--- config.mk ---
export PLATFORM = sky130hd
export DESIGN_NAME = srd_supervisor
export DESIGN_NICKNAME = d
export VERILOG_FILES = /design/src/inc/srd_pkg.sv /design/src/inc/srd_dog_if.sv /design/src/rtl/srd_timebase.sv /design/src/rtl/srd_dog.sv /design/src/rtl/srd_supervisor.sv
export SDC_FILE = /design/constraint.sdc
export NUM_CORES = 1
export LEC_CHECK = 0
export ABC_AREA = 1
export BUFFER_PORTS_ARGS = -buffer_cell sky130_fd_sc_hd__buf_2
export CAP_MARGIN = 20
export CORE_MARGIN = 2
export CORE_UTILIZATION = 54
export DETAILED_ROUTE_END_ITERATION = 16
export GPL_ROUTABILITY_DRIVEN = 0
export PLACE_DENSITY = 0.84
export SLEW_MARGIN = 20
export SYNTH_ARGS = -nofsm -noshare
export SYNTH_HDL_FRONTEND = slang
export SYNTH_HIERARCHICAL = 1
export SYNTH_SLANG_ARGS = --single-unit
--- constraint.sdc ---
create_clock -name clock -period 3 [get_ports clock]
set_input_delay 0.45 -clock clock [delete_from_list [all_inputs] [get_ports clock]]
set_output_delay 0.45 -clock clock [all_outputs]
set_load 0.05 [all_outputs]
--- src/inc/srd_pkg.sv ---
package srd_pkg;

	// clock and timebase
	localparam int CLK_PERIOD_NS = 25;
	localparam int TICK_NS = 1000000;
	localparam int TICK_CYCLES = (TICK_NS + CLK_PERIOD_NS - 1) / CLK_PERIOD_NS;

	// timer counters count timebase ticks, not clock cycles
	localparam int TW = 20;

	// register offsets
	localparam logic [7:0] REG_RESET_DOG = 8'h8c;
	localparam logic [7:0] REG_DLY_RESET = 8'h8d;
	localparam logic [7:0] REG_GEN_OUT = 8'h98;
	localparam logic [7:0] REG_IRQ_CLEAR = 8'h99;

	// field positions
	localparam int F_HOLD_LSB = 0;
	localparam int F_SDOG_LSB = 2;
	localparam int F_LDOG_LSB = 5;
	localparam int F_SKEW_LSB = 0;
	localparam int GEN_OUT_BITS = 4;

	// reset values
	localparam logic [7:0] RST_RESET_DOG = 8'h00;
	localparam logic [7:0] RST_DLY_RESET = 8'h00;
	localparam logic [3:0] RST_GEN_OUT = 4'h0;

	// base periods in ticks (one tick is one millisecond)
	localparam logic [TW-1:0] HOLD_BASE = 20'h0_0019;
	localparam logic [TW-1:0] SDOG_BASE = 20'h0_0064;
	localparam logic [TW-1:0] LDOG_BASE = 20'h0_03e8;
	localparam logic [TW-1:0] SKEW_BASE = 20'h0_000a;

	// doubling period table: base times two to the power sel
	function automatic logic [TW-1:0] srd_scale(input logic [TW-1:0] base,
		input logic [2:0] sel);
		srd_scale = base << sel;
	endfunction

endpackage

--- src/inc/srd_dog_if.sv ---
`timescale 1ns/1ps
interface srd_dog_if;
	logic tick;
	logic kick;
	logic run;
	logic [srd_pkg::TW-1:0] limit;
	logic expired;
	modport ctl (output tick, output kick, output run, output limit, input expired);
	modport dog (input tick, input kick, input run, input limit, output expired);
endinterface

--- src/rtl/srd_timebase.sv ---
`timescale 1ns/1ps
module srd_timebase import srd_pkg::*; #(
	parameter int TICK_CYCLES_P = TICK_CYCLES
) (
	input wire logic clock,
	input wire logic srst,
	output logic tick
);
	logic [31:0] cnt;

	// free-running prescaler, one-cycle tick per period
	always_ff @(posedge clock) begin
		if (srst) begin
			cnt <= 32'h0000_0000;
			tick <= 1'b0;
		end else if (cnt >= 32'(TICK_CYCLES_P - 1)) begin
			cnt <= 32'h0000_0000;
			tick <= 1'b1;
		end else begin
			cnt <= cnt + 32'h0000_0001;
			tick <= 1'b0;
		end
	end
endmodule

--- src/rtl/srd_dog.sv ---
`timescale 1ns/1ps
module srd_dog import srd_pkg::*; (
	input wire logic clock,
	input wire logic srst,
	srd_dog_if.dog d
);
	logic [TW-1:0] cnt;

	// counts ticks while running; a kick or a stop restarts it
	always_ff @(posedge clock) begin
		if (srst || !d.run || d.kick) begin
			cnt <= '0;
			d.expired <= 1'b0;
		end else if (d.tick && !d.expired) begin
			if (cnt + 20'h0_0001 >= d.limit) begin
				d.expired <= 1'b1;
			end else begin
				cnt <= cnt + 20'h0_0001;
			end
		end
	end
endmodule

--- src/rtl/srd_supervisor.sv ---
`timescale 1ns/1ps
// How it works
// manual reset low pulls system reset low on the next clock, no timer wait.
// manual reset is unmaskable; pulse equals its low time plus hold time.
// both dog timers run only while the dog enable input is low.
// a rising kick edge restarts both dog timers; host must kick in time.
// short dog timeout shows before long dog timeout unless the short dog is idle.
// each dog has its own period field; field value zero idles it.
// short dog output pulls low once its period is exceeded.
// long dog output pulls low once its period is exceeded.
// system reset low on undervolt or manual reset, held after last cause.
// any over-current sense flag also drives system reset low.
// delayed reset follows system reset conditions once power-up is finished.
// at power-up a skew timeout starts on first supply; asserts if late.
// undervolt override high suppresses all undervolt reset causes.
// alert pin pulls low while any scanned input exceeds its limits.
// limit interrupt pulls low when a selected scanned input exceeds limits.
// overvolt, overcurrent and fault interrupts pull low on selected conditions.
// interrupts latch; clear strobe or interrupt clear register access clears.
// trouble output polarity selects out-of-limit or in-limit indication.
// good-state output has the same two selectable polarities.
// converter idle output low only while no conversion runs.
// general output bit one pulls its pin low; all bits reset cleared.
// auto scan enable must be high for scanning; low disables scan results.
// open-drain pins are pull-down enables: zero pulls low, one releases.
// hold and skew times count ticks of a free-running timebase.
module srd_supervisor import srd_pkg::*; #(
	parameter int TICK_CYCLES_P = TICK_CYCLES
) (
	input wire logic clock,
	input wire logic srst,
	input wire logic reg_wr,
	input wire logic reg_rd,
	input wire logic [7:0] reg_addr,
	input wire logic [7:0] reg_wdata,
	output logic [7:0] reg_rdata,
	input wire logic manual_reset_n,
	input wire logic [3:0] supply_present,
	input wire logic [3:0] supply_below,
	input wire logic [3:0] current_sense_inputs,
	input wire logic undervolt_reset_override,
	input wire logic dog_timers_enable_n,
	input wire logic dog_kick_in,
	input wire logic auto_scan_enable,
	input wire logic [3:0] limit_exceed,
	input wire logic [3:0] limit_select,
	input wire logic [3:0] overvolt_cond,
	input wire logic [3:0] overvolt_select,
	input wire logic [3:0] overcurrent_select,
	input wire logic [3:0] fault_cond,
	input wire logic [3:0] fault_select,
	input wire logic irq_clear_n,
	input wire logic [7:0] out_of_limit,
	input wire logic [7:0] trouble_select,
	input wire logic trouble_in_limit_mode,
	input wire logic [7:0] good_select,
	input wire logic good_in_limit_mode,
	input wire logic conversion_busy,
	output logic system_reset_n,
	output logic delayed_reset_n,
	output logic short_dog_timeout_n,
	output logic long_dog_timeout_n,
	output logic smbus_alert_n,
	output logic limit_irq_n,
	output logic overvoltage_irq_n,
	output logic overcurrent_irq_n,
	output logic trouble_irq_n,
	output logic trouble_out_n,
	output logic good_state_out_n,
	output logic converter_idle_n,
	output logic [3:0] general_outputs
);

	// configuration registers
	logic [7:0] reset_and_dog_timer_config;
	logic [7:0] delayed_reset_timeout_config;
	logic [3:0] general_output_control;

	// timebase and dog timers
	logic tick;
	logic kick_prev;
	logic kick_edge;
	srd_dog_if short_if();
	srd_dog_if long_if();

	// reset sequencing state
	logic uv_cause;
	logic oc_cause;
	logic any_cause;
	logic [TW-1:0] hold_cnt;
	logic [TW-1:0] skew_cnt;
	logic skew_running;
	logic all_good;

	typedef enum logic [1:0] {
		SRD_PU_WAIT,
		SRD_PU_SKEW,
		SRD_PU_DONE
	} srd_pu_t;
	srd_pu_t pu_state;
	srd_pu_t next_pu_state;

	// interrupt latches
	logic irq_clear;
	logic limit_hit;
	logic ov_hit;
	logic oc_hit;
	logic fault_hit;
	logic limit_latch;
	logic ov_latch;
	logic oc_latch;
	logic fault_latch;

	// trouble and good-state sources
	logic trouble_out_hit;
	logic good_out_hit;

	// period fields and their decoded lengths
	logic [1:0] hold_sel;
	logic [2:0] sdog_sel;
	logic [2:0] ldog_sel;
	logic [2:0] skew_sel;
	assign hold_sel = reset_and_dog_timer_config[F_HOLD_LSB +: 2];
	assign sdog_sel = reset_and_dog_timer_config[F_SDOG_LSB +: 3];
	assign ldog_sel = reset_and_dog_timer_config[F_LDOG_LSB +: 3];
	assign skew_sel = delayed_reset_timeout_config[F_SKEW_LSB +: 3];

	srd_timebase #(
		.TICK_CYCLES_P(TICK_CYCLES_P)
	) u_timebase (
		.clock(clock),
		.srst(srst),
		.tick(tick)
	);

	// register writes; widths beyond the general outputs are dropped
	always_ff @(posedge clock) begin
		if (srst) begin
			reset_and_dog_timer_config <= RST_RESET_DOG;
			delayed_reset_timeout_config <= RST_DLY_RESET;
			general_output_control <= RST_GEN_OUT;
		end else if (reg_wr) begin
			unique case (reg_addr)
				REG_RESET_DOG: begin
					reset_and_dog_timer_config <= reg_wdata;
				end
				REG_DLY_RESET: begin
					delayed_reset_timeout_config <= reg_wdata;
				end
				REG_GEN_OUT: begin
					general_output_control <= reg_wdata[GEN_OUT_BITS-1:0];
				end
				default: begin
				end
			endcase
		end
	end

	// read data; interrupt clear register shows the latched interrupts
	always_ff @(posedge clock) begin
		if (srst) begin
			reg_rdata <= 8'h00;
		end else if (reg_rd) begin
			unique case (reg_addr)
				REG_RESET_DOG: reg_rdata <= reset_and_dog_timer_config;
				REG_DLY_RESET: reg_rdata <= delayed_reset_timeout_config;
				REG_GEN_OUT: reg_rdata <= {4'h0, general_output_control};
				REG_IRQ_CLEAR: reg_rdata <= {4'h0, fault_latch, oc_latch, ov_latch, limit_latch};
				default: reg_rdata <= 8'h00;
			endcase
		end
	end

	// kick edge detect; input is already synchronous
	always_ff @(posedge clock) begin
		if (srst) begin
			kick_prev <= 1'b0;
		end else begin
			kick_prev <= dog_kick_in;
		end
	end
	assign kick_edge = dog_kick_in && !kick_prev;

	// both dogs share tick, kick and the enable pin; zero period idles one
	assign short_if.tick = tick;
	assign short_if.kick = kick_edge;
	assign short_if.run = !dog_timers_enable_n && (sdog_sel != 3'h0);
	assign short_if.limit = srd_scale(SDOG_BASE, sdog_sel - 3'h1);
	assign long_if.tick = tick;
	assign long_if.kick = kick_edge;
	assign long_if.run = !dog_timers_enable_n && (ldog_sel != 3'h0);
	assign long_if.limit = srd_scale(LDOG_BASE, ldog_sel - 3'h1);

	srd_dog u_short_dog (
		.clock(clock),
		.srst(srst),
		.d(short_if)
	);

	srd_dog u_long_dog (
		.clock(clock),
		.srst(srst),
		.d(long_if)
	);

	// long output waits for the short one unless short is idle, so the
	// order holds even if software programs the long period shorter
	always_ff @(posedge clock) begin
		if (srst) begin
			short_dog_timeout_n <= 1'b1;
			long_dog_timeout_n <= 1'b1;
		end else begin
			short_dog_timeout_n <= !short_if.expired;
			long_dog_timeout_n <= !(long_if.expired &&
				(short_if.expired || !short_if.run));
		end
	end

	// reset causes
	assign uv_cause = |supply_below && !undervolt_reset_override;
	assign oc_cause = |current_sense_inputs;
	assign any_cause = uv_cause || oc_cause || !manual_reset_n;

	// hold counter reloads while any cause stands, counts ticks after
	always_ff @(posedge clock) begin
		if (srst) begin
			hold_cnt <= '0;
		end else if (any_cause) begin
			hold_cnt <= srd_scale(HOLD_BASE, {1'b0, hold_sel});
		end else if (tick && hold_cnt != '0) begin
			hold_cnt <= hold_cnt - 20'h0_0001;
		end
	end

	// system reset: immediate on any cause, released when hold runs out
	always_ff @(posedge clock) begin
		if (srst) begin
			system_reset_n <= 1'b0;
		end else begin
			system_reset_n <= !(any_cause || hold_cnt != '0);
		end
	end

	// power-up skew supervision for the delayed reset
	assign all_good = !(|supply_below) || undervolt_reset_override;
	assign skew_running = (pu_state == SRD_PU_SKEW);

	always_comb begin
		next_pu_state = pu_state;
		unique case (pu_state)
			SRD_PU_WAIT: begin
				if (|supply_present) begin
					next_pu_state = SRD_PU_SKEW;
				end
			end
			SRD_PU_SKEW: begin
				if (all_good || skew_cnt == '0) begin
					next_pu_state = SRD_PU_DONE;
				end
			end
			SRD_PU_DONE: begin
				next_pu_state = SRD_PU_DONE;
			end
			default: begin
				next_pu_state = SRD_PU_WAIT;
			end
		endcase
	end

	always_ff @(posedge clock) begin
		if (srst) begin
			pu_state <= SRD_PU_WAIT;
		end else begin
			pu_state <= next_pu_state;
		end
	end

	// skew counter loads when the first supply appears
	always_ff @(posedge clock) begin
		if (srst) begin
			skew_cnt <= '0;
		end else if (pu_state == SRD_PU_WAIT) begin
			skew_cnt <= srd_scale(SKEW_BASE, skew_sel);
		end else if (skew_running && tick && skew_cnt != '0) begin
			skew_cnt <= skew_cnt - 20'h0_0001;
		end
	end

	// delayed reset stays released during skew, then tracks system reset
	always_ff @(posedge clock) begin
		if (srst) begin
			delayed_reset_n <= 1'b1;
		end else if (pu_state != SRD_PU_DONE) begin
			delayed_reset_n <= !(skew_running && skew_cnt == '0 && !all_good);
		end else begin
			delayed_reset_n <= !(any_cause || hold_cnt != '0);
		end
	end

	// scan results only count while the outside holds scanning on
	assign limit_hit = auto_scan_enable && |(limit_exceed & limit_select);
	assign ov_hit = |(overvolt_cond & overvolt_select);
	assign oc_hit = |(current_sense_inputs & overcurrent_select);
	assign fault_hit = |(fault_cond & fault_select);

	// any access to the clear register clears, as does the strobe
	assign irq_clear = !irq_clear_n ||
		((reg_wr || reg_rd) && reg_addr == REG_IRQ_CLEAR);

	// latches: a new event in the clear cycle wins over the clear
	always_ff @(posedge clock) begin
		if (srst) begin
			limit_latch <= 1'b0;
			ov_latch <= 1'b0;
			oc_latch <= 1'b0;
			fault_latch <= 1'b0;
		end else begin
			limit_latch <= limit_hit || (limit_latch && !irq_clear);
			ov_latch <= ov_hit || (ov_latch && !irq_clear);
			oc_latch <= oc_hit || (oc_latch && !irq_clear);
			fault_latch <= fault_hit || (fault_latch && !irq_clear);
		end
	end

	// interrupt pins follow the latches one cycle later
	always_ff @(posedge clock) begin
		if (srst) begin
			limit_irq_n <= 1'b1;
			overvoltage_irq_n <= 1'b1;
			overcurrent_irq_n <= 1'b1;
			trouble_irq_n <= 1'b1;
		end else begin
			limit_irq_n <= !limit_latch;
			overvoltage_irq_n <= !ov_latch;
			overcurrent_irq_n <= !oc_latch;
			trouble_irq_n <= !fault_latch;
		end
	end

	// alert is a level, not latched, and is gated by the scan enable
	always_ff @(posedge clock) begin
		if (srst) begin
			smbus_alert_n <= 1'b1;
		end else begin
			smbus_alert_n <= !(auto_scan_enable && |limit_exceed);
		end
	end

	// programmable-polarity trouble and good-state pins
	assign trouble_out_hit = |(out_of_limit & trouble_select);
	assign good_out_hit = |(out_of_limit & good_select);

	always_ff @(posedge clock) begin
		if (srst) begin
			trouble_out_n <= 1'b1;
			good_state_out_n <= 1'b1;
		end else begin
			trouble_out_n <= trouble_in_limit_mode ? trouble_out_hit : !trouble_out_hit;
			good_state_out_n <= good_in_limit_mode ? good_out_hit : !good_out_hit;
		end
	end

	// converter status and general outputs
	always_ff @(posedge clock) begin
		if (srst) begin
			converter_idle_n <= 1'b1;
			general_outputs <= 4'hf;
		end else begin
			converter_idle_n <= conversion_busy;
			general_outputs <= ~general_output_control;
		end
	end

endmodule

; ---- Word-level counts from Yosys, hierarchy flattened
; Cells that the tools add are included.
[op_classes]
addsub = 7
n_mux = 12
n_eq_ne = 9
shifts = 4
reduce_logical = 84
bitwise_logic = 9
order_cmp = 3
[op_table]
columns = cell, n
row1 = 20-bit two-way mux, 4
row2 = "20-bit by 1-bit adder with 20-bit output, second input constant", 2
row3 = 20-bit greater-or-equal comparator, 2
row4 = 20-bit nonzero test, 2
row5 = "20-bit by 1-bit subtractor with 20-bit output, second input constant", 2
row6 = "32-bit by 1-bit adder with 32-bit output, second input constant", 1
row7 = "8-bit equality test, second input constant", 4
row8 = "32-bit by 16-bit greater-or-equal comparator with 1-bit output, second input constant", 1
row9 = 8-bit case mux with 4 select lines, 1
row10 = 4-bit OR reduction, 8
row11 = 1-bit zero test, 22
row12 = 20-bit zero test, 1
row13 = "10-bit by 3-bit << shifter with 20-bit output, first input constant", 1
row14 = "4-bit by 3-bit << shifter with 20-bit output, first input constant", 1
row15 = "5-bit by 2-bit << shifter with 20-bit output, first input constant", 1
row16 = "7-bit by 3-bit << shifter with 20-bit output, first input constant", 1
row17 = 1-bit logical AND, 19
row18 = 4-bit AND, 4
row19 = 8-bit AND, 2
row20 = 1-bit logical OR, 16
row21 = 2-bit AND reduction, 8
row22 = 8-bit OR reduction, 2
row23 = 2-bit case mux with 3 select lines, 1
row24 = 3-bit nonzero test, 2
row25 = 12 further kinds, 20
[word_totals]
out_inout_bits = 24
inputBits = 93
word_cells = 159
regBits = 166

; ---- Logic depth before layout (Yosys ltp)
[depth]
depth_word = 7
depth_mapped = 21
depth_no_buf = 20

; ---- Modules after synthesis
; The synthesis kept the hierarchy.
[by_module_without_submodules]
columns = module, area_each_um2, n_inst, seq_area_each_um2, cells_each
row1 = srd_supervisor, 5172.5, 1, 1821.7, 773
row2 = srd_dog, 1881.8, 2, 420.4, 319
row3 = srd_timebase, 1277.5, 1, 660.6, 147

; ---- Worst setup path before layout
; No wires, ideal clock.
[synth_path]
path_type = register to register
startpoint = register reset_and_dog_timer_config[5]
endpoint = register u_long_dog.cnt[2]
t_arrival_ns = 2.742
t_required_ns = 2.887
path_slack_ns = 0.146
period_less_slack_ns = 2.854
path_stages_with_launch = 21
setup_ns = 0.113
path_buffers = 3
path_cell_list = dfxtp_1 -> inv_1 -> ha_1 -> inv_1 -> ha_1 -> clkbuf_1 -> mux2i_1 -> inv_1 -> ha_1 -> nand2_1 -> inv_1 -> nand3_1 -> nor2_1 -> nand2_1 -> nand2_1 -> nor2_2 -> nand3_2 -> buf_6 -> buf_6 -> nor2_1 -> nor2_1
[synth_via]
elab_chain_cells = 5
elab_cells_between_ends = 10
cone_classes = add/sub: 1 / order compare: 1 / shift: 1 / bitwise: 1 / reduce/logical: 6
[synth_lines]
columns = item, line
row1 = from (decl), srd_supervisor.sv:75  ; logic [7:0] reset_and_dog_timer_config;
row2 = from (signal assigned), srd_supervisor.sv:145  ; reset_and_dog_timer_config <= reg_wdata;
row3 = 3-bit by 1-bit subtractor with 3-bit output, srd_supervisor.sv:192  ; assign long_if.limit = srd_scale(LDOG_BASE, ldog_sel - 3'h1);
row4 = 10-bit by 3-bit << shifter with 20-bit output, srd_pkg.sv:38  ; srd_scale = base << sel;
row5 = "named net long_if.limit, one bit", srd_dog_if.sv:6  ; logic [srd_pkg::TW-1:0] limit;
row6 = 20-bit greater-or-equal comparator, srd_dog.sv:15  ; if (cnt + 20'h0_0001 >= d.limit) begin
row7 = 1-bit inverter (no line), -
row8 = 2-bit AND reduction (no line), -
row9 = to (signal assigned), srd_dog.sv:18  ; cnt <= cnt + 20'h0_0001;
row10 = to (decl), srd_dog.sv:7  ; logic [TW-1:0] cnt;
; The timed path passes the listed nets, and every way through them passes these cells.
; A chain may end at the register's enable or synchronous reset.

; ---- Final worst setup path
[layout_path]
startpoint = register u_long_dog.cnt[0]
endpoint = register u_long_dog.cnt[6]
[layout_via]
elab_chain_cells = 4
[layout_lines]
columns = item, line
row1 = 20-bit by 1-bit adder with 20-bit output (*), "srd_dog.sv:15, srd_dog.sv:18"
row2 = 20-bit greater-or-equal comparator, srd_dog.sv:15
row3 = 1-bit inverter (no line), -
row4 = 2-bit AND reduction (no line), -
; Every way passes the cells marked *; elsewhere a longest branch is shown, timed or not.

==> impl_metrics.sql <==
INSERT INTO impl_metrics (metric_group, metric, value, unit) VALUES
('grt', 'maximum_number_of_pins_on_one_net_before_global_route_repair', '45', ''),
('pwr', 'power_density', '508', 'nW/um2'),
('floorplanning', 'die_w', '142', 'um'),
('route', 'drt_wl_total', '24700', 'um'),
('grt', 'gr-usage-all-layers', '24.8', '%'),
('setup_path', 'worstPathCellList', 'ha_1 -> nand3_2 -> nor2_1 -> nand2_1 -> nor2_2 -> xor2_1 -> inv_1 -> ha_1 -> nand2_1 -> nor2_1 -> nand2_1 -> inv_1 -> nand2_1 -> nand3_1 -> nor2_2 -> nand3_2 -> buf_12 -> nor2_1 -> nor2_1', ''),
('route', 'num_vias', '9906', ''),
('pwr', 'internal-power', '4.16', 'mW'),
('setup_path', 'setup.reg_to_reg.worst_slack', '180', 'ps'),
('yosys', 'netlist_top_cells_area', 'sky130_fd_sc_hd__dfxtp_1 33%, sky130_fd_sc_hd__nand2_1 15%, sky130_fd_sc_hd__nor2_1 8.9%', ''),
('layout', 'final_core_util', '63.8', '%'),
('setup_path', 'critical_path_required', '3310', 'ps'),
('place', 'place.detailed.hpwl', '17900', 'um'),
('pwr', 'power.total', '6.05', 'mW'),
('clock_network', 'worst_skew_late_latency', '430', 'ps'),
('yosys', 'synth.yosys.seq_area_share', '32.5', '%'),
('place', 'pre_cts_slack', '153', 'ps'),
('clock_network', 'cts-buffers-inserted', '17', ''),
('yosys', 'synth.largest_area_cell', 'sky130_fd_sc_hd__dfxtp_1', ''),
('clock_network', 'cts_tree', 'done', ''),
('yosys', 'synth_cells', '1558', ''),
('route', 'route.antenna.remaining_nets', '0', ''),
('sta', 'final_critical_path_setup_slack', '176', 'ps'),
('sta', 'max_clock_freq', '354', 'MHz'),
('layout', 'layoutNonFillerInstCount', '1949', ''),
('pwr', 'power.switching', '1.89', 'mW'),
('pwr', 'power.leakage', '5.72', 'nW'),
('pwr', 'power.share.combinational', '21.8', '%'),
('yosys', 'post_synth_instance_area', '10200', 'um2'),
('setup_path', 'reg2reg_from', 'u_long_dog/cnt[0]$_SDFFE_PP0P_', ''),
('yosys', 'post-synth-top-area-fraction', '32.5', '%'),
('route', 'routed_wire_length_per_instance', '12.7', 'um'),
('yosys', 'yosysWarningCount', '6', ''),
('sta', 'final_period_minus_worst_setup_slack', '2820', 'ps'),
('floorplanning', 'floorplan.initialDensity', '54.8', '%'),
('clock_network', 'cts_root_buf', 'sky130_fd_sc_hd__clkbuf_16', ''),
('route', 'drt_iter0_drc', '681', ''),
('yosys', 'synth.distinct_cells', '42', ''),
('route', 'post_detailed_route_drc_marker_count', '0', ''),
('setup_path', 'critical_path.max_stage_delay', '360', 'ps'),
('flow_run', 'max_cap_violations', '0', ''),
('layout', 'area.growth.synth_to_final', '16.5', '%'),
('floorplanning', 'placeableCoreArea', '18600', 'um2'),
('yosys', 'synth-edff-count', '0', ''),
('sta', 'timing.final.hold_violations', '0', ''),
('setup_path', 'crit_path_end_kind', 'flip-flop', ''),
('yosys', 'postSynth.asyncResetShare', '0', '%'),
('floorplanning', 'rows', '50', ''),
('grt', 'number_of_global_route_vias_before_repair', '9364', ''),
('grt', 'grt_overflow', '0', ''),
('layout', 'drive_gt1_share', '15.0', '%'),
('outcome', 'run_status', 'complete, no violations', ''),
('sta', 'report.final.setup_viol', '0', ''),
('sta', 'worst-slew-pin-transition', '785', 'ps'),
('setup_path', 'timing.rr.end', 'u_long_dog/cnt[6]$_SDFFE_PP0P_', ''),
('setup_path', 'r2r_cells', '19', ''),
('clock_network', 'maximum_level_of_the_cts_h_tree', '4', ''),
('layout', 'num-nets-final', '1863', ''),
('setup_path', 'crit_type', 'reg2reg', ''),
('yosys', 'synth.avg_cell_area', '6.56', 'um2'),
('min_path', 'hp-start', 'conversion_busy', ''),
('setup_path', 'worst-endpoint-arrival', '3130', 'ps'),
('route', 'via_per_inst', '5.08', ''),
('sta', 'max_slew_margin', '47.5', '%'),
('place', 'dp.cells', '1912', ''),
('place', 'io_buffers', '116', ''),
('grt', 'grt_pass1_wl', '41300', 'um'),
('setup_path', 'slowest_cell_on_the_critical_path', 'sky130_fd_sc_hd__dfxtp_2', ''),
('pwr', 'worst_supply_voltage_drop_on_vdd', '0.432', 'mV'),
('pwr', 'power.clock.fraction', '38.7', '%'),
('yosys', 'postSynthRegisterBits', '166', '');
==> worst max path at each step <==
stage | from | to
2_1_floorplan | reset_and_dog_timer_config[5]$_SDFFE_PP0P_ | u_long_dog/cnt[2]$_SDFFE_PP0P_
3_3_place_gp | reset_and_dog_timer_config[2]$_SDFFE_PP0P_ | u_short_dog/cnt[14]$_SDFFE_PP0P_
3_5_place_dp | reset_and_dog_timer_config[2]$_SDFFE_PP0P_ | u_short_dog/cnt[14]$_SDFFE_PP0P_
4_1_cts | reset_and_dog_timer_config[5]$_SDFFE_PP0P_ | u_long_dog/cnt[6]$_SDFFE_PP0P_
5_1_grt | u_long_dog/cnt[8]$_SDFFE_PP0P_ | u_long_dog/cnt[5]$_SDFFE_PP0P_
6_report | u_long_dog/cnt[0]$_SDFFE_PP0P_ | u_long_dog/cnt[6]$_SDFFE_PP0P_
==> flip-flops by register name, indices dropped and copies added, names as in the netlist, 2 cells and up <==
register                      cells
u_timebase/cnt                   32
hold_cnt                         20
skew_cnt                         20
u_long_dog/cnt                   20
u_short_dog/cnt                  20
delayed_reset_timeout_config      8
reg_rdata                         8
reset_and_dog_timer_config        8
general_output_control            4
general_outputs                   4
pu_state                          2
==> cell families (layout without fill, tap and decap cells) <==
| kind of cell | Yosys count | in the layout | share of synthesized area [%] |
|---|---|---|---|
| other cells | 2 | 31 | 0.0735 |
| simple gates | 863 | 863 | 36.7 |
| fa+ha+maj | 68 | 68 | 8.33 |
| xor+xnor | 50 | 50 | 4.29 |
| flops | 166 | 166 | 32.5 |
| compound gates | 127 | 127 | 6.84 |
| mux | 2 | 2 | 0.196 |
| buf+inv | 280 | 408 | 11.0 |
==> cells in the final DEF, fill, tap and decap left out, types with 3 or more instances in the layout <==
master,n
sky130_fd_sc_hd__nand3_1,76
sky130_fd_sc_hd__nand3_2,5
sky130_fd_sc_hd__inv_2,8
sky130_fd_sc_hd__a221oi_1,7
sky130_fd_sc_hd__nor4_1,3
sky130_fd_sc_hd__nand4_1,25
sky130_fd_sc_hd__nand2_4,5
sky130_fd_sc_hd__clkinv_4,3
sky130_fd_sc_hd__xor2_1,43
sky130_fd_sc_hd__dfxtp_1,155
sky130_fd_sc_hd__buf_2,116
sky130_fd_sc_hd__nor2_4,11
sky130_fd_sc_hd__conb_1,30
sky130_fd_sc_hd__bufinv_16,4
sky130_fd_sc_hd__nand3_4,3
sky130_fd_sc_hd__ha_4,3
sky130_fd_sc_hd__clkbuf_16,18
sky130_fd_sc_hd__a21oi_1,55
sky130_fd_sc_hd__o22ai_1,8
sky130_fd_sc_hd__nor2_1,240
sky130_fd_sc_hd__and3_1,3
sky130_fd_sc_hd__nor3_2,5
sky130_fd_sc_hd__o21ai_0,39
sky130_fd_sc_hd__inv_1,237
sky130_fd_sc_hd__o21ai_1,8
sky130_fd_sc_hd__xnor2_1,5
sky130_fd_sc_hd__nor2_2,27
sky130_fd_sc_hd__dfxtp_2,9
sky130_fd_sc_hd__o211ai_1,6
sky130_fd_sc_hd__nand3b_1,4
sky130_fd_sc_hd__or2_2,4
sky130_fd_sc_hd__nor3_1,28
sky130_fd_sc_hd__buf_4,12
sky130_fd_sc_hd__nand2_1,410
sky130_fd_sc_hd__ha_1,64
sky130_fd_sc_hd__nand2_2,10
==> power by group through the flow <==
| stage | sequential [mW] | clock (mW) | combinational, mW |
|---|---|---|---|
| final | 2.39 | 2.34 | 1.32 |
| after global routing | 2.40 | 2.46 | 1.49 |
| after CTS | 2.39 | 2.37 | 1.30 |
| after detailed placement | 2.44 | 0 | 1.28 |
| after global placement | 2.43 | 0 | 1.25 |
| after floorplan | 2.45 | 0 | 0.967 |
==> through the flow <==
step / cell area [um2] / hold WS (ps)
finish: 11900 / 202
global route: 11900 / 195
CTS: 11700 / 192
detailed placement: 11100 / 392
global placement: 11100 / 392
floorplan: 10300 / 376
==> per-layer routing <==
| metal | routed length (um) | up-vias | global-route usage [%] | share of wire [%] |
|---|---|---|---|---|
| met5 | 0 | - | 0 | 0 |
| met4 | 760 | 0 | 9.84 | 3.1 |
| met3 | 1380 | 63 | 4.99 | 5.6 |
| met2 | 12000 | 301 | 43.0 | 49 |
| met1 | 10600 | 4456 | 30.2 | 43 |
| li1 | - | 5086 | - | - |
==> final cells by class <==
cell class / instances / area (um2) / area share, %
multi-input combinational: 1140 / 5980 / 50.2
sequential: 166 / 3340 / 28.1
inverter: 245 / 920 / 7.73
timing repair buffer: 132 / 747 / 6.28
clock buffer: 20 / 447 / 3.75
tap: 234 / 293 / 2.46
clock inverter: 11 / 175 / 1.47
antenna: 1 / 2.50 / 0.0210
==> what timing repair did <==
action / 4_1_cts / 5_1_grt
endpoints found under the setup margin: 0 / 40
buffers inserted: 0 / 3
hold buffers: 0 / 0
gates resized for setup: 0 / 32
==> critical path, delay by kind of cell, from the launching register on <==
family | cells | cell delay, ps
AND/OR/NAND/NOR | 13 | 1370
adder cells (fa/ha/maj) | 2 | 490
flip-flops | 1 | 360
buffers and inverters | 3 | 320
XOR/XNOR | 1 | 160
(Power assumes the default switching activity.)
